===== src/hw/gpcl_pkg.sv =====
// Package for the GPIO port configuration and lock block
package gpcl_pkg;
	localparam int          PINS         = 16;
	localparam logic [7:0]  OFS_CFG_LO   = 8'h00;
	localparam logic [7:0]  OFS_CFG_HI   = 8'h04;
	localparam logic [7:0]  OFS_IN       = 8'h08;
	localparam logic [7:0]  OFS_OUT      = 8'h0C;
	localparam logic [7:0]  OFS_SETCLR   = 8'h10;
	localparam logic [7:0]  OFS_CLR      = 8'h14;
	localparam logic [7:0]  OFS_LOCK     = 8'h18;
	localparam logic [31:0] CFG_RESET    = 32'h4444_4444;
	localparam logic [15:0] HALF_ZERO    = 16'h0000;
	localparam int          KEY_BIT      = 16;
	localparam int          CLR_SHIFT    = 16;
	localparam int          FIELD_W      = 4;
	// Mode field codes
	localparam logic [1:0]  MODE_INPUT   = 2'h0;
	localparam logic [1:0]  MODE_OUT_10M = 2'h1;
	localparam logic [1:0]  MODE_OUT_2M  = 2'h2;
	localparam logic [1:0]  MODE_OUT_50M = 2'h3;
	// Config field codes, input mode
	localparam logic [1:0]  CFG_ANALOG   = 2'h0;
	localparam logic [1:0]  CFG_FLOAT    = 2'h1;
	localparam logic [1:0]  CFG_PULL     = 2'h2;
	// Config field bits, output mode
	localparam int          CFG_OD_BIT   = 0;
	localparam int          CFG_AF_BIT   = 1;
	typedef enum logic [1:0]
	{
		KEY_IDLE  = 2'b00,
		KEY_ONE   = 2'b01,
		KEY_ZERO  = 2'b10,
		KEY_ARMED = 2'b11
	} gpcl_key_type;
endpackage : gpcl_pkg


===== src/hw/gpcl_port.sv =====
// GPIO port with configuration, data, set/clear and lock registers on APB
`timescale 1ns/100ps
`default_nettype none
module gpcl_port
(
	// Clock, reset and enable
	input  wire logic        pclk,
	input  wire logic        presetn,
	input  wire logic        clk_en,
	// APB slave
	input  wire logic        psel,
	input  wire logic        penable,
	input  wire logic        pwrite,
	input  wire logic [7:0]  paddr,
	input  wire logic [31:0] pwdata,
	output logic      [31:0] prdata,
	output logic             pready,
	output logic             pslverr,
	// Pins
	input  wire logic [15:0] pin_in,
	output logic      [15:0] pin_out,
	output logic      [15:0] pin_oe_n,
	output logic      [15:0] pin_pull_en,
	output logic      [15:0] pin_analog,
	output logic      [31:0] pin_speed,
	// Alternate function sources
	input  wire logic [15:0] alt_out
);
	logic [31:0]              cfg_lo_q;
	logic [31:0]              cfg_hi_q;
	logic [15:0]              out_q;
	logic [15:0]              lock_q;
	logic                     key_q;
	gpcl_pkg::gpcl_key_type   key_st_q;
	logic [15:0]              in_meta_q;
	logic [15:0]              in_sync_q;
	logic [31:0]              rdata_d;
	logic                     access;
	logic                     wr;
	logic                     rd;
	logic                     mapped;
	logic [31:0]              wmask_lo;
	logic [31:0]              wmask_hi;
	logic [63:0]              cfg_all;
	logic                     key_w;
	logic [31:0]              pin_mode_all;
	logic [31:0]              pin_cfg_all;
	logic [15:0]              pin_pull_sel;
	logic [15:0]              pin_ana_sel;
	logic [15:0]              pin_od_sel;
	logic [15:0]              pin_val;

	// Zero-wait slave: every access completes in its first access cycle
	assign pready  = 1'b1;
	assign access  = psel & penable & clk_en;
	assign wr      = access & pwrite;
	assign rd      = access & ~pwrite;
	assign key_w   = pwdata[gpcl_pkg::KEY_BIT];
	assign cfg_all = {cfg_hi_q, cfg_lo_q};

	always_comb
	begin
		unique case (paddr)
			gpcl_pkg::OFS_CFG_LO,
			gpcl_pkg::OFS_CFG_HI,
			gpcl_pkg::OFS_IN,
			gpcl_pkg::OFS_OUT,
			gpcl_pkg::OFS_SETCLR,
			gpcl_pkg::OFS_CLR,
			gpcl_pkg::OFS_LOCK: mapped = 1'b1;
			default:            mapped = 1'b0;
		endcase
	end

	assign pslverr = psel & penable & ~mapped;

	// Write masks: a locked pin freezes its whole 4-bit group
	always_comb
	begin
		for (int i = 0; i < 8; i++)
		begin
			wmask_lo[i*gpcl_pkg::FIELD_W +: gpcl_pkg::FIELD_W] =
				{gpcl_pkg::FIELD_W{~(key_q & lock_q[i])}};
			wmask_hi[i*gpcl_pkg::FIELD_W +: gpcl_pkg::FIELD_W] =
				{gpcl_pkg::FIELD_W{~(key_q & lock_q[i+8])}};
		end
	end

	// Pin input synchroniser; the first stage feeds only the second
	always_ff @(posedge pclk or negedge presetn)
	begin
		if (!presetn)
		begin
			in_meta_q <= gpcl_pkg::HALF_ZERO;
			in_sync_q <= gpcl_pkg::HALF_ZERO;
		end
		else if (clk_en)
		begin
			in_meta_q <= pin_in;
			in_sync_q <= in_meta_q;
		end
	end

	// Configuration registers
	always_ff @(posedge pclk or negedge presetn)
	begin
		if (!presetn)
		begin
			cfg_lo_q <= gpcl_pkg::CFG_RESET;
			cfg_hi_q <= gpcl_pkg::CFG_RESET;
		end
		else if (wr && paddr == gpcl_pkg::OFS_CFG_LO)
			cfg_lo_q <= (cfg_lo_q & ~wmask_lo) | (pwdata & wmask_lo);
		else if (wr && paddr == gpcl_pkg::OFS_CFG_HI)
			cfg_hi_q <= (cfg_hi_q & ~wmask_hi) | (pwdata & wmask_hi);
	end

	// Output data, with set taking priority over clear
	always_ff @(posedge pclk or negedge presetn)
	begin
		if (!presetn)
			out_q <= gpcl_pkg::HALF_ZERO;
		else if (wr && paddr == gpcl_pkg::OFS_OUT)
			out_q <= pwdata[15:0];
		else if (wr && paddr == gpcl_pkg::OFS_SETCLR)
			out_q <= (out_q & ~pwdata[gpcl_pkg::CLR_SHIFT +: 16]) | pwdata[15:0];
		else if (wr && paddr == gpcl_pkg::OFS_CLR)
			out_q <= out_q & ~pwdata[15:0];
	end

	// Lock key sequence: write 1, write 0, write 1, then read arms it
	always_ff @(posedge pclk or negedge presetn)
	begin
		if (!presetn)
		begin
			key_st_q <= gpcl_pkg::KEY_IDLE;
			key_q    <= 1'b0;
			lock_q   <= gpcl_pkg::HALF_ZERO;
		end
		else if (access && paddr == gpcl_pkg::OFS_LOCK && !key_q)
		begin
			if (wr)
				lock_q <= pwdata[15:0];
			unique case (key_st_q)
				gpcl_pkg::KEY_IDLE:
					key_st_q <= (wr && key_w) ? gpcl_pkg::KEY_ONE : gpcl_pkg::KEY_IDLE;
				gpcl_pkg::KEY_ONE:
					key_st_q <= (wr && !key_w && pwdata[15:0] == lock_q)
						? gpcl_pkg::KEY_ZERO : gpcl_pkg::KEY_IDLE;
				gpcl_pkg::KEY_ZERO:
					key_st_q <= (wr && key_w && pwdata[15:0] == lock_q)
						? gpcl_pkg::KEY_ARMED : gpcl_pkg::KEY_IDLE;
				gpcl_pkg::KEY_ARMED:
				begin
					// The read of this step still returns 0; key goes active after it
					if (rd)
						key_q <= 1'b1;
					else
						key_st_q <= (key_w) ? gpcl_pkg::KEY_ONE : gpcl_pkg::KEY_IDLE;
				end
			endcase
		end
	end

	// Read data
	always_comb
	begin
		rdata_d = 32'h0000_0000;
		unique case (paddr)
			gpcl_pkg::OFS_CFG_LO: rdata_d = cfg_lo_q;
			gpcl_pkg::OFS_CFG_HI: rdata_d = cfg_hi_q;
			gpcl_pkg::OFS_IN:     rdata_d = {gpcl_pkg::HALF_ZERO, in_sync_q};
			gpcl_pkg::OFS_OUT:    rdata_d = {gpcl_pkg::HALF_ZERO, out_q};
			gpcl_pkg::OFS_LOCK:   rdata_d = {15'h0000, key_q, lock_q};
			default:              rdata_d = 32'h0000_0000;
		endcase
	end

	// Read data registered on the setup cycle so it stands in the access cycle
	always_ff @(posedge pclk or negedge presetn)
	begin
		if (!presetn)
			prdata <= 32'h0000_0000;
		else if (clk_en && psel && !penable && !pwrite)
			prdata <= rdata_d;
	end

	// Per-pin decode sits here so the pin register stays purely non-blocking
	always_comb
	begin
		pin_mode_all = 32'h0000_0000;
		pin_cfg_all  = 32'h0000_0000;
		pin_pull_sel = gpcl_pkg::HALF_ZERO;
		pin_ana_sel  = gpcl_pkg::HALF_ZERO;
		pin_od_sel   = gpcl_pkg::HALF_ZERO;
		pin_val      = gpcl_pkg::HALF_ZERO;
		for (int i = 0; i < gpcl_pkg::PINS; i++)
		begin
			pin_mode_all[2*i +: 2] = cfg_all[i*gpcl_pkg::FIELD_W +: 2];
			pin_cfg_all[2*i +: 2]  = cfg_all[i*gpcl_pkg::FIELD_W + 2 +: 2];
			pin_pull_sel[i] = (pin_cfg_all[2*i +: 2] == gpcl_pkg::CFG_PULL);
			pin_ana_sel[i]  = (pin_cfg_all[2*i +: 2] == gpcl_pkg::CFG_ANALOG);
			pin_od_sel[i]   = pin_cfg_all[2*i + gpcl_pkg::CFG_OD_BIT];
			pin_val[i]      = pin_cfg_all[2*i + gpcl_pkg::CFG_AF_BIT]
				? alt_out[i] : out_q[i];
		end
	end

	// Pin drivers; registered so outputs are glitch free
	always_ff @(posedge pclk or negedge presetn)
	begin
		if (!presetn)
		begin
			pin_out     <= gpcl_pkg::HALF_ZERO;
			pin_oe_n    <= {gpcl_pkg::PINS{1'b1}};
			pin_pull_en <= gpcl_pkg::HALF_ZERO;
			pin_analog  <= gpcl_pkg::HALF_ZERO;
			pin_speed   <= 32'h0000_0000;
		end
		else if (clk_en)
		begin
			for (int i = 0; i < gpcl_pkg::PINS; i++)
			begin
				pin_speed[2*i +: 2] <= pin_mode_all[2*i +: 2];
				if (pin_mode_all[2*i +: 2] == gpcl_pkg::MODE_INPUT)
				begin
					pin_out[i]     <= 1'b0;
					pin_oe_n[i]    <= 1'b1;
					pin_pull_en[i] <= pin_pull_sel[i];
					pin_analog[i]  <= pin_ana_sel[i];
				end
				else
				begin
					pin_pull_en[i] <= 1'b0;
					pin_analog[i]  <= 1'b0;
					pin_out[i]     <= pin_val[i];
					// Open drain only drives the low level
					pin_oe_n[i]    <= pin_od_sel[i] ? pin_val[i] : 1'b0;
				end
			end
		end
	end

	// Assertions: output data, set/clear and clear-only
	a_set_wins: assert property (@(posedge pclk) disable iff (!presetn)
		(wr && paddr == gpcl_pkg::OFS_SETCLR && pwdata[0]) |=> out_q[0])
		else $error("set did not win");
	a_clr_only: assert property (@(posedge pclk) disable iff (!presetn)
		(wr && paddr == gpcl_pkg::OFS_CLR && pwdata[3]) |=> !out_q[3])
		else $error("clear-only failed");
	a_setclr_clear: assert property (@(posedge pclk) disable iff (!presetn)
		(wr && paddr == gpcl_pkg::OFS_SETCLR && pwdata[17] && !pwdata[1]) |=> !out_q[1])
		else $error("set/clear clear failed");
	a_out_write: assert property (@(posedge pclk) disable iff (!presetn)
		(wr && paddr == gpcl_pkg::OFS_OUT) |=> out_q == $past(pwdata[15:0]))
		else $error("output data write lost");
	a_set_all: assert property (@(posedge pclk) disable iff (!presetn)
		(wr && paddr == gpcl_pkg::OFS_SETCLR)
		|=> (out_q & $past(pwdata[15:0])) == $past(pwdata[15:0]))
		else $error("set request not applied");
	a_set_hold: assert property (@(posedge pclk) disable iff (!presetn)
		(wr && paddr == gpcl_pkg::OFS_SETCLR) |=> ((out_q ^ $past(out_q))
		& ~($past(pwdata[15:0]) | $past(pwdata[31:16]))) == gpcl_pkg::HALF_ZERO)
		else $error("set/clear touched an idle pin");
	a_clr_keep: assert property (@(posedge pclk) disable iff (!presetn)
		(wr && paddr == gpcl_pkg::OFS_SETCLR) |=> (out_q
		& $past(pwdata[31:16]) & ~$past(pwdata[15:0])) == gpcl_pkg::HALF_ZERO)
		else $error("clear request not applied");
	a_clr_all: assert property (@(posedge pclk) disable iff (!presetn)
		(wr && paddr == gpcl_pkg::OFS_CLR)
		|=> (out_q & $past(pwdata[15:0])) == gpcl_pkg::HALF_ZERO)
		else $error("clear-only bit not cleared");
	a_clr_hold: assert property (@(posedge pclk) disable iff (!presetn)
		(wr && paddr == gpcl_pkg::OFS_CLR)
		|=> ((out_q ^ $past(out_q)) & ~$past(pwdata[15:0])) == gpcl_pkg::HALF_ZERO)
		else $error("clear-only touched an idle pin");

	// Input data
	a_in_upper: assert property (@(posedge pclk) disable iff (!presetn)
		(clk_en && psel && !penable && !pwrite && paddr == gpcl_pkg::OFS_IN)
		|=> prdata[31:16] == gpcl_pkg::HALF_ZERO)
		else $error("input upper half not zero");
	a_input_sync: assert property (@(posedge pclk) disable iff (!presetn)
		clk_en |=> in_sync_q == $past(in_meta_q))
		else $error("input synchroniser skipped a stage");

	// Lock key and lock bits
	a_key_sticky: assert property (@(posedge pclk) disable iff (!presetn)
		key_q |=> key_q && $stable(lock_q))
		else $error("lock register changed after key");
	a_lock_freeze: assert property (@(posedge pclk) disable iff (!presetn)
		(key_q && lock_q[0]) |=> $stable(cfg_lo_q[3:0]))
		else $error("locked field changed");
	a_key_arms: assert property (@(posedge pclk) disable iff (!presetn)
		(!key_q && key_st_q == gpcl_pkg::KEY_ARMED && rd && paddr == gpcl_pkg::OFS_LOCK)
		|=> key_q)
		else $error("key did not arm");
	a_key_only_seq: assert property (@(posedge pclk) disable iff (!presetn)
		$rose(key_q) |-> $past(key_st_q) == gpcl_pkg::KEY_ARMED)
		else $error("key armed outside sequence");
	a_lock_write: assert property (@(posedge pclk) disable iff (!presetn)
		(wr && paddr == gpcl_pkg::OFS_LOCK && !key_q) |=> lock_q == $past(pwdata[15:0]))
		else $error("lock bits not written while key clear");
	a_key_readable: assert property (@(posedge pclk) disable iff (!presetn)
		(clk_en && psel && !penable && !pwrite && paddr == gpcl_pkg::OFS_LOCK)
		|=> prdata[gpcl_pkg::KEY_BIT] == $past(key_q))
		else $error("key bit read back wrong");
	a_key_abandon: assert property (@(posedge pclk) disable iff (!presetn)
		(access && paddr == gpcl_pkg::OFS_LOCK && !key_q && key_st_q == gpcl_pkg::KEY_ZERO
		&& (!pwrite || !key_w || pwdata[15:0] != lock_q)) |=> key_st_q == gpcl_pkg::KEY_IDLE && !key_q)
		else $error("broken key sequence not abandoned");
	a_lock_all: assert property (@(posedge pclk) disable iff (!presetn)
		key_q |=> ((cfg_all ^ $past(cfg_all)) & ~{$past(wmask_hi), $past(wmask_lo)})
		== 64'h0000_0000_0000_0000)
		else $error("locked pin group changed");

	// Pin drivers
	a_od_high: assert property (@(posedge pclk) disable iff (!presetn)
		(clk_en && cfg_lo_q[1:0] != gpcl_pkg::MODE_INPUT && cfg_lo_q[2]
		&& !cfg_lo_q[3] && out_q[0]) |=> pin_oe_n[0])
		else $error("open drain drove high");
	a_pp_drive: assert property (@(posedge pclk) disable iff (!presetn)
		(clk_en && cfg_lo_q[1:0] != gpcl_pkg::MODE_INPUT && !cfg_lo_q[2]) |=> !pin_oe_n[0])
		else $error("push-pull pin not driven");
	a_input_hiz: assert property (@(posedge pclk) disable iff (!presetn)
		(clk_en && cfg_lo_q[1:0] == gpcl_pkg::MODE_INPUT) |=> pin_oe_n[0])
		else $error("input pin driven");
	a_speed_mode: assert property (@(posedge pclk) disable iff (!presetn)
		clk_en |=> pin_speed == $past(pin_mode_all))
		else $error("speed grade does not follow mode");
	a_pull_only_in: assert property (@(posedge pclk) disable iff (!presetn)
		clk_en |=> (pin_pull_en & ~pin_oe_n) == gpcl_pkg::HALF_ZERO)
		else $error("pull enabled on a driven pin");
	a_analog_only_in: assert property (@(posedge pclk) disable iff (!presetn)
		clk_en |=> (pin_analog & ~pin_oe_n) == gpcl_pkg::HALF_ZERO)
		else $error("analog set on a driven pin");
	// Clock enable low must hold the output data, config, lock and key registers and pin_oe_n, including a bus access in flight
	a_freeze: assert property (@(posedge pclk) disable iff (!presetn)
		!clk_en |=> $stable(out_q) && $stable(cfg_lo_q) && $stable(cfg_hi_q)
		&& $stable(lock_q) && $stable(key_q) && $stable(pin_oe_n))
		else $error("state moved while clock enable low");

	c_lock: cover property (@(posedge pclk) disable iff (!presetn) $rose(key_q));
	c_setclr: cover property (@(posedge pclk) disable iff (!presetn)
		wr && paddr == gpcl_pkg::OFS_SETCLR);
	c_abort: cover property (@(posedge pclk) disable iff (!presetn)
		key_st_q == gpcl_pkg::KEY_ZERO ##1 key_st_q == gpcl_pkg::KEY_IDLE);
	c_freeze: cover property (@(posedge pclk) disable iff (!presetn)
		!clk_en && psel && penable);
	c_od_release: cover property (@(posedge pclk) disable iff (!presetn)
		cfg_lo_q[1:0] != gpcl_pkg::MODE_INPUT && cfg_lo_q[2] && pin_oe_n[0]);
endmodule : gpcl_port
`default_nettype wire


===== config.mk =====
export PLATFORM = sky130hd
export DESIGN_NAME = gpcl_port
export DESIGN_NICKNAME = d
export VERILOG_FILES = /design/src/hw/gpcl_pkg.sv /design/src/hw/gpcl_port.sv
export SDC_FILE = /design/constraint.sdc
export NUM_CORES = 1
export LEC_CHECK = 0
export BUFFER_PORTS_ARGS = -buffer_cell sky130_fd_sc_hd__buf_4
export CORE_MARGIN = 3
export CORE_UTILIZATION = 30
export CTS_CLUSTER_SIZE = 25
export DETAILED_ROUTE_END_ITERATION = 7
export PLACE_DENSITY_LB_ADDON = 0.08
export REMOVE_ABC_BUFFERS = 1
export SLEW_MARGIN = 40
export SYNTH_ARGS = -nofsm -noshare
export SYNTH_HDL_FRONTEND = slang
export SYNTH_SLANG_ARGS = --single-unit

===== constraint.sdc =====
create_clock -name pclk -period 2.8 [get_ports pclk]
set_clock_uncertainty 0.2 [all_clocks]
set_input_delay 0.14 -clock pclk [delete_from_list [all_inputs] [get_ports pclk]]
set_output_delay 0.14 -clock pclk [all_outputs]
set_load 0.1 [all_outputs]

=== After elaboration in Yosys (flattened, before gate mapping) ===
Index checks and enable logic that the tools add are counted.

* Register bits: 259
* Input bits: 78
* Output and inout bits: 130
* Word-level logic and storage cells: 259

* Eq/ne operators: 27
* Multiplexer cells: 107
* Bitwise operators: 53
* Reduce and logical (&&, ||, !) cells: 58

{| class="wikitable"
|+ Operator list
! kind !! count
|-
| one-hot mux 32 bit (5 select lines) || 1
|-
| AND 32 bit || 4
|-
| 2-to-1 mux 1 bit || 99
|-
| zero test 2 bit || 33
|-
| inverter 32 bit || 2
|-
| bitwise OR 32 bit || 2
|-
| 2-to-1 mux 16 bit || 3
|-
| equality test 2 bit (second input constant) || 18
|-
| AND 16 bit || 2
|-
| inverter 16 bit || 2
|-
| equality test 8 x 5 -> 1 bit (second input constant) || 3
|-
| AND 1 bit || 21
|-
| inverter 1 bit || 19
|-
| equality test 16 bit || 1
|-
| equality test 8 x 4 -> 1 bit (second input constant) || 2
|-
| bitwise OR 16 bit || 1
|-
| logical AND 1 bit || 14
|-
| equality test 8 x 3 -> 1 bit (second input constant) || 1
|-
| zero test 8 bit || 1
|-
| one-hot mux 2 bit (4 select lines) || 1
|-
| OR reduction 7 bit || 1
|-
| 2-to-1 mux 2 bit || 3
|-
| AND reduction 2 bit || 3
|-
| zero test 1 bit || 4
|-
| other kinds (4) || 4
|}

=== Logic depth before layout (Yosys ltp) ===
Gate-level depths: netlist (run 1).

* Depth in word-level cells: 7
* Mapped depth: 8
* Mapped depth without buffers: 5

=== Worst setup path before layout (run 1) ===
No wires, ideal clock.

* Path type: input port to output port
* Start: input paddr[5]
* End: output pslverr
* Arrival time: 1.695 ns
* Setup slack: 0.765 ns
* Cell stages on the path: 4
* Buffers on the path: 1
* Path through: nor4b_2 clkbuf_1 a21oi_1 o311a_1

* Longest elaborated chain between the ends: 5

{| class="wikitable"
|+ RTL lines
! what !! RTL line !! source
|-
| start, declared || gpcl_port.sv:14 || <nowiki>input wire logic [7:0] paddr,</nowiki>
|-
| equality test 8 x 3 -> 1 bit (tied with other cells) || gpcl_port.sv:63 || <nowiki>unique case (paddr)</nowiki>
|-
| OR reduction 7 bit (*) || gpcl_port.sv:63 ||
|-
| 2-to-1 mux 1 bit (*) || gpcl_port.sv:63 ||
|-
| inverter 1 bit (*) || gpcl_port.sv:75 || <nowiki>assign pslverr = psel & penable & ~mapped;</nowiki>
|-
| AND 1 bit (*) || gpcl_port.sv:75 ||
|-
| end, declared || gpcl_port.sv:18 || <nowiki>output logic pslverr,</nowiki>
|}

Mark *: on every way between the ends. The rest lies on a longest branch, timed or not.

=== Final worst setup path (run 1) ===
* Start: input paddr[5]
* End: register key_st_q[0]

* Longest elaborated chain between the ends: 4

{| class="wikitable"
|+ RTL lines
! what !! RTL line !! source
|-
| equality test 8 x 5 -> 1 bit || gpcl_port.sv:140 || <nowiki>else if (access && paddr == gpcl_pkg::OFS_LOCK && !key_q)</nowiki>
|-
| logical AND 1 bit (2 in a row) || gpcl_port.sv:140 ||
|-
| AND reduction 2 bit (no source line) || n/a ||
|-
| end signal, assigned || gpcl_port.sv:146 || <nowiki>key_st_q <= (wr && key_w) ? gpcl_pkg::KEY_ONE : gpcl_pkg::KEY_IDLE;</nowiki>
|-
| end signal, assigned || gpcl_port.sv:148 || <nowiki>key_st_q <= (wr && !key_w && pwdata[15:0] == lock_q)</nowiki>
|-
| end signal, assigned || gpcl_port.sv:151 || <nowiki>key_st_q <= (wr && key_w && pwdata[15:0] == lock_q)</nowiki>
|-
| end, declared || gpcl_port.sv:34 || <nowiki>gpcl_pkg::gpcl_key_type key_st_q;</nowiki>
|}

No other way between the ends.
A chain may end at the register's enable or synchronous reset.

==> metrics, run 1 <==
most common cell in the synthesized netlist dfrtp_1; Synth Register Bits approximately 260; post-synthesis average cell area about 12 sq um; H-tree lvl count 1; post-route cell area ~16000 sq um; Async SR Flop Fraction 100%; worst skew pair latency between 0.5 and 0.6 ns; crit share post-route between 90% and 100%; GPL Wtd Cong roughly 0.81; residual DRC count 0; Place WS just over 0.2 ns; Leakage roughly 7 nW; antenna fix cells 0; Post-synth top flop dfrtp_1; Layout Cells excl Fill between 1500 and 2000; Synth cell types 46; final worst setup slack ~0.21 ns; final setup vio count 0; flop-to-flop setup slack ~0.46 ns; status complete, no violations; Fin. Hold Viols 0; Critical Path Start Type input pin; DR iter-0 viols around 400; WL per Instance 21.5 um; Initial Util between 30% and 40%; Period minus WS final 2.59 ns; CP required 3.06 ns; root buf cell clkbuf_16; pin count of the biggest net entering global routing 88; cell taking the most area after synthesis dfrtp_1; number of max-cap violations 0; clock buffer depth 3; register area share after synthesis between 50% and 60%; top post-synthesis cells by area dfrtp_1 49%, mux2_2 17%, dfstp_2 7.2%; post-route ant nets 0; CP max FO 5; RSZ-0062 raised after global routing no; fmax around 390 MHz; TNS Setup 0 ns; Final Util roughly 41%; PD cells 555 nW/um^2; Max VDD drop ~0.46 mV; Worst-path clk slew ~0.070 ns; Slew @ Worst Pin 0.671 ns; number of global-route vias before repair between 9000 and 10000; ratio of cells with drive above 1 in the final layout 38.6%; Synth Instances between 900 and 1000; row count 71; WP data arrival around 2.9 ns; Remaining Overflow, GRT 0; crit path kind input pin to flip-flop; Sink Count between 200 and 300; number of synthesis warnings 0; Post-Syn Area ~12000 sq um; first-pass GRT wire length 59400 um; full die area roughly 41000 sq um; CTS tree done; dpl cell area 13900 sq um; Yosys top cell area share roughly 50%; Placed Cells between 1500 and 2000; post-DP HPWL roughly 27000 um; core area between 30000 and 40000 sq um; DR vias around 8900; Num CTS Buffers 31; CP endpoint kind flip-flop; die width 203 um; Layout area overhead 35.0%; EDFF count, synth 0; die height 203 um; Detailed Routing Iterations Pass 1 5; Hold Crit Class input pin to flip-flop; Via density roughly 5.0; Slew Limit Fails 0; gr usage total 18.5%; I/O pins 208; top post-synthesis cells by count 227 x dfrtp_1, 174 x mux2_2, 68 x o21ai_0, 54 x nand2_1, 54 x nor2_1; antenna violations before repair 0; DRT Wirelength between 30000 and 40000 um; I/O Buffers 206; # Post-CTS Setup Buffers 0; nets@finish 1339; Max-slew headroom around 55%
## stage by stage
step           hold WS [ns]  power (W)
6_report              0.114    0.00874
5_1_grt               0.109    0.00910
4_1_cts              0.0748    0.00890
3_5_place_dp        0.00164    0.00475
3_3_place_gp      -0.000503    0.00474
2_1_floorplan        -0.356    0.00432
## worst max-delay path: stages
cell and delay [ns]:
buf_4 0.13, or4b_4 0.58, dlygate4sd3_1 0.65, nor4_4 0.41, nand2_1 0.10, a32oi_1 0.17
o31ai_1 0.10, dlygate4sd3_1 0.56
## final timing paths
check | start | to | cells past startpoint
max | paddr[5] | key_st_q[0] | 8
min | paddr[5] | key_q | 4
max reg2reg | lock_q[4] | key_st_q[0] | 6
min reg2reg | prdata[29] | prdata[29] | 2
max in group asynchronous | presetn | pin_oe_n[10] | 4
min in group asynchronous | presetn | out_q[2] | 3
## area by class of cell
cell class	instances	area, sq um
fillers	3739	22300
flip-flops and latches	259	6520
multi-input cells	618	4800
repair buffers	316	2660
clock buffers	50	937
well taps	511	639
inverters	35	131
clock inverters	8	68.8
## what timing repair did
action	4_1_cts	5_1_grt
hold buffers	82	0
resized for setup	0	1
setup endpoints to repair	0	1
endpoints found under the hold margin	393	0
## cells in the final DEF (no fill, tap or decap), types with 18 or more instances in the layout
cell type,netlist,final
mux2_2,174,174
buf_4,1,228
a21oi_1,18,18
nand3_1,21,20
o21ai_0,68,68
nor2_1,54,54
inv_1,35,35
dfstp_2,32,32
nand2_1,54,54
dlygate4sd3_1,0,81
a22oi_1,47,47
dfrtp_1,227,227
clkbuf_16,0,31
## per-layer routing
metal | global-route usage (%) | vias up | part of all wire [%]
met5 | 0 | - | 0
li1 | - | 4156 | -
met1 | 27.1 | 4476 | 47
met2 | 28.9 | 238 | 45
met4 | 3.91 | 0 | 2.1
met3 | 3.22 | 48 | 5.4
## kinds of logic after synthesis
group | share of synthesized area (%)
AO/OA/AOI/OAI | 11.1
XOR/XNOR | 1.20
buffers and inverters | 3.11
flip-flops | 55.9
multiplexers | 18.4
other | 0.0321
AND/OR/NAND/NOR | 10.3
## power by group
| group | internal (W) | switching [W] |
|---|---|---|
| combinational | 0.000334 | 0.000517 |
| sequential | 0.00384 | 0.0000697 |
| clock | 0.00236 | 0.00161 |
(Power assumes the default switching activity.)
==> run 2, diff against run 1 <==
CORE_UTILIZATION = 60   (was 30)
==> metrics, run 2 (synthesis results as in run 1) <==
status finished with violations; failing checks DRC; first-pass GRT wire length 51800 um (-13%); I/O pins 208 (unchanged); commonest non-fill, non-tap cell in the layout dfrtp_1; Hold Crit Class input pin to flip-flop; worst-path cell chain dlygate4sd3_1 > buf_4 > and4_1 > and3_2 > buf_4 > nand3_1 > and4b_1 > a221o_1 > dlygate4sd3_1; antenna fix cells 0 (unchanged); R2R depth 5 (-1); root buf cell clkbuf_16; Leakage 6.78 nW (-2.0%); number of max-cap violations 0 (unchanged); end point of the critical path out_q[6]; clock buffer depth 3 (unchanged); slowest stage cell on the critical path dlygate4sd3_1; total chip power 0.00818 W (-6.4%); final worst setup slack 0.0653 ns (-0.142 ns); full die area 21200 sq um (-49%); reg2reg end key_st_q[0]; post-DP HPWL 21300 um (-21%); antenna violations before repair 0 (unchanged); Buffers & Inverters on Critical Path 4 (+1); Max-slew headroom 54.9% (-0.34 points); Num CTS Buffers 27 (-13%); CP endpoint kind flip-flop; CP required 3.02 ns (-0.04 ns); Slew Limit Fails 0 (unchanged); ratio of cells with drive above 1 in the final layout 38.5% (-0.10 points); Via density 5.98 (+21%); RSZ-0062 raised after global routing no; Sink Count 259 (unchanged); PD cells 538 nW/um^2 (-3.0%); most frequent cells in the layout 227 x dfrtp_1, 225 x buf_4, 174 x mux2_2; CP max FO 11 (+6); Fin. Hold Viols 0 (unchanged); Worst-path clk slew 0.06 ns (about the same); die width 145 um (-28%); crit share post-route 97.7% (+5.1 points); Period minus WS final 2.73 ns (+0.142 ns); core area 18900 sq um (-50%); worst skew pair latency 0.53 ns (-0.05 ns); Reg-to-Reg Start key_q; post-route ant nets 0 (unchanged); I/O Buffers 206 (unchanged); pin count of the biggest net entering global routing 130 (+48%); Layout area overhead 30.2%; Max VDD drop 0.492 mV (+7.1%); nets@finish 1326 (-0.97%); DR vias 9127 (+2.3%); Place WS 0.370 ns (+0.164 ns); row count 50 (-30%); crit path kind input pin to flip-flop; CP max stage delay 0.55 ns (-0.10 ns); Initial Util 61.8% (+31 points); Slew @ Worst Pin 0.676 ns (+0.00466 ns); instance count on the critical path 9 (+1); residual DRC count 3 (+3); WL per Instance 21.1 um (-2.0%); Remaining Overflow, GRT 0 (unchanged); number of global-route vias before repair 9405 (+2.8%); die height 145 um (-28%); Detailed Routing Iterations Pass 1 8 (+3); WP data arrival 2.95 ns (+0.10 ns); GPL Wtd Cong 0.892 (+10%); H-tree lvl count 1 (unchanged); final setup vio count 0 (unchanged); # Post-CTS Setup Buffers 0 (unchanged); Critical Path Start pwrite; fmax 366 MHz (-5.2%); CTS tree done; gr usage total 30.1% (+12 points); DR iter-0 viols 605 (+49%); Top Family by Delay on Critical Path buffers and inverters; DRT Wirelength 32100 um (-17%); flop-to-flop setup slack 0.73 ns (+0.27 ns); Critical Path Start Type input pin
[run 2: changes by cell type in the layout (fill, tap and decap cells not counted), sizes merged]
cell,delta
clkbuf,-10
dlygate4sd3,-5
buf,-4
clkinv,-1
clkinvlp,+1
inv,-1
[run 2: power by group]
group / switching, W / leakage [nW] / internal, W
registers: 0.0000689 / 3.27 / 0.00384
clock network: 0.00143 / 0.418 / 0.00201
logic: 0.000495 / 3.10 / 0.000328
total: 0.00199 / 6.78 / 0.00618
[run 2: timing repair]
item                                    in CTS  in global routing
endpoints found under the hold margin      280                 22
hold buffers                                75                  1
endpoints found under the setup margin       0                  2
gates resized for setup                      0                  3
[run 2: routing by layer]
metal | wire (um) | part of all wire [%] | global-route usage (%) | up-vias
li1 | - | - | - | 4104
met1 | 13100 | 41 | 40.7 | 4575
met2 | 15800 | 49 | 49.5 | 370
met3 | 1990 | 6.2 | 4.92 | 78
met4 | 1260 | 3.9 | 11.5 | 0
met5 | 0 | 0 | 0 | -
[run 2: worst min-delay path: cells and delay by family]
kind / cells / cell delay, ns
buf+inv: 1 / 0.12
compound gates: 2 / 0.20
simple gates: 2 / 0.23
[run 2: how the worst min path moves through the flow]
stage	start	endpoint	slack [ns]	cells after the start
final	paddr[6]	key_st_q[1]	0.02	5
after global routing	paddr[7]	key_st_q[1]	0.05	5
after CTS	paddr[6]	key_st_q[1]	0.003	5
after detailed placement	presetn	pin_speed[10]	0.04	1
after global placement	presetn	pin_speed[11]	0.03	1
after floorplan	presetn	async pin	-0.36	0
[run 2: through the flow]
stage               setup TNS (ns)  instances  hold WS, ns  area [sq um]  utilization, %
finish                           0       1526       0.0159         15200            80.4
global placement                 0       1402       0.0346         13600            71.7
floorplan                  -0.0627        912       -0.356         11400               -
global route                     0       1526       0.0455         15200            80.4
detailed placement               0       1402       0.0389         13600            71.7
CTS                              0       1524      0.00335         15200            80.2
[run 2: cell type report]
| type | count | area, sq um |
|---|---|---|
| Timing Repair Buffer | 307 | 2560 |
| Multi-Input combinational cell | 618 | 4810 |
| Sequential cell | 259 | 6520 |
| Inverter | 35 | 131 |
| Clock inverter | 7 | 62.6 |
| Fill cell | 1133 | 3690 |
| Clock buffer | 40 | 785 |
| Tap cell | 260 | 325 |
==> run 3, diff against run 2 <==
CORE_UTILIZATION = 51   (was 60)
clock period = 2.3 ns   (was 2.8 ns; I/O delays follow)
==> metrics, run 3 (synthesis results as in run 1) <==
Worst-path clk slew 0.06 ns (about the same); die height 157 um (+8.1%); root buf cell clkbuf_16; ratio of cells with drive above 1 in the final layout 38.7% (+0.17 points); CP endpoint kind flip-flop; Slew @ Worst Pin 0.765 ns (+0.0892 ns); # Post-CTS Setup Buffers 0 (unchanged); DRT Wirelength 31700 um (-1.4%); full die area 24700 sq um (+17%); CTS tree done; pin count of the biggest net entering global routing 101 (-22%); Remaining Overflow, GRT 0 (unchanged); total chip power 0.0103 W (+25%); commonest non-fill, non-tap cell in the layout buf_4; P_sw 0.00245 W (+23%); hold bufs inserted after CTS 78 (+4.0%); residual DRC count 0 (-3); most used cell, CP buf_4; CP max FO 17 (+6); CP max stage delay 0.54 ns (about the same); die width 157 um (+8.1%); Buffers & Inverters on Critical Path 4 (unchanged); DR vias 8973 (-1.7%); post-DP HPWL 22000 um (+3.3%); Detailed Routing Iterations Pass 1 5 (-3); Slew Limit Fails 0 (unchanged); Hold WS 0.0132 ns (-0.00268 ns); WL per Instance 20.4 um (-3.3%); fmax 460 MHz; gr usage total 25.6% (-4.5 points); number of max-cap violations 0 (unchanged); DR iter-0 viols 602 (-0.50%); P_int 0.00780 W (+26%); antenna fix cells 0 (unchanged); Critical Path Start Type input pin; Fin. Hold Viols 0 (unchanged); clock buffer depth 3 (unchanged); Layout area overhead 31.7%; Initial Util 52.7% (-9.1 points); worst skew pair latency 0.53 ns (about the same); Max-slew headroom 49.0% (-5.9 points); RSZ-0062 raised after global routing no; Via density 5.77 (-3.6%); Max VDD drop 0.522 mV (+6.1%); TNS Setup 0 ns (unchanged); slowest stage cell on the critical path dlygate4sd3_1; flop-to-flop setup slack 0.17 ns (-0.56 ns); final setup vio count 0 (unchanged); PD cells 667 nW/um^2 (+24%); I/O pins 208 (unchanged); CP required 2.57 ns (-0.45 ns); Period minus WS final 2.18 ns; number of global-route vias before repair 9099 (-3.3%); GPL Wtd Cong 0.890 (-0.22%); Hold Crit Class input pin to flip-flop; crit share post-route a little over nine tenths; Top Family by Delay on Critical Path simple AND/OR/NAND/NOR gates; status complete, no violations; Sw Ratio 23.9% (-0.45 points); clock share of power 43.8% (+1.7 points); row count 54 (+8.0%); register share of total power 46.4% (-1.4 points); I/O Buffers 206 (unchanged); combinational share of power 9.8% (-0.3 points); post-route ant nets 0 (unchanged); first-pass GRT wire length 50200 um (-3.0%); H-tree lvl count 1 (unchanged); WP data arrival 2.44 ns (-0.51 ns); crit path kind input pin to flip-flop; Sink Count 259 (unchanged); antenna violations before repair 0 (unchanged); worst-path cell chain buf_4 > nor4_4 > nand2_2 > or4_1 > buf_4 > nand2_1 > buf_4 > a221o_1 > dlygate4sd3_1; core area 22200 sq um (+17%); most frequent cells in the layout 229 x buf_4, 227 x dfrtp_1, 174 x mux2_2; Num CTS Buffers 27 (unchanged); CTS resizes 0 (unchanged); nets@finish 1334 (+0.60%); Leakage 6.88 nW (+1.5%); fillers 1650 (+46%)
## run 3: changes by cell type in the layout (fill, tap and decap cells not counted), sizes merged
cell / previous run / this run
clkinv: 5 / 8
clkinvlp: 1 / 0
dlygate4sd3: 76 / 77
clkbuf: 40 / 37
buf: 231 / 238
bufinv: 1 / 4
## run 3: per-stage QoR
step	setup WS (ns)	area [sq um]	utilization (%)	cells
2_1_floorplan	-0.513	11400	-	912
3_3_place_gp	0.119	13700	61.7	1429
3_5_place_dp	0.0952	13700	61.7	1429
4_1_cts	0.169	15400	69.4	1556
5_1_grt	0.0358	15400	69.4	1556
6_report	0.124	15400	69.4	1556
## run 3: layer usage
metal	wire length [um]	part of all wire (%)	GRT usage, %
met5	0	0	0
met1	14100	45	36.7
met3	2050	6.5	4.01
met2	14600	46	40.6
met4	913	2.9	7.81
## run 3: final timing paths
kind                                 start           to  depth (start not counted)
worst max-delay path              paddr[5]     out_q[0]                          9
worst min-delay path                  psel   prdata[23]                          4
worst max register to register       key_q  key_st_q[0]                          6
worst min register to register  prdata[23]   prdata[23]                          2
max in group asynchronous          presetn  pin_oe_n[8]                          4
min in group asynchronous          presetn    async pin                          3
## run 3: layout make-up
type / count / area (sq um) / area share (%)
Tap cell: 280 / 350 / 2.28
Clock buffer: 37 / 753 / 4.90
Clock inverter: 12 / 160 / 1.04
Timing Repair Buffer: 315 / 2660 / 17.3
Multi-Input combinational cell: 618 / 4800 / 31.2
Sequential cell: 259 / 6520 / 42.4
Inverter: 35 / 131 / 0.855
## run 3: power groups by stage
stage	Combinational [W]	Clock (W)	Sequential, W
finish	0.00100	0.00450	0.00476
global route	0.00107	0.00477	0.00477
CTS	0.00100	0.00457	0.00476
detailed placement	0.000897	0	0.00484
global placement	0.000890	0	0.00483
floorplan	0.000240	0	0.00502
## run 3: worst reg2reg max path, delay by kind of cell, from the launching register on
family,cells,cell delay (ns)
compound gates,2,0.21
buf+inv,2,0.75
flops,1,0.46
simple gates,2,0.40
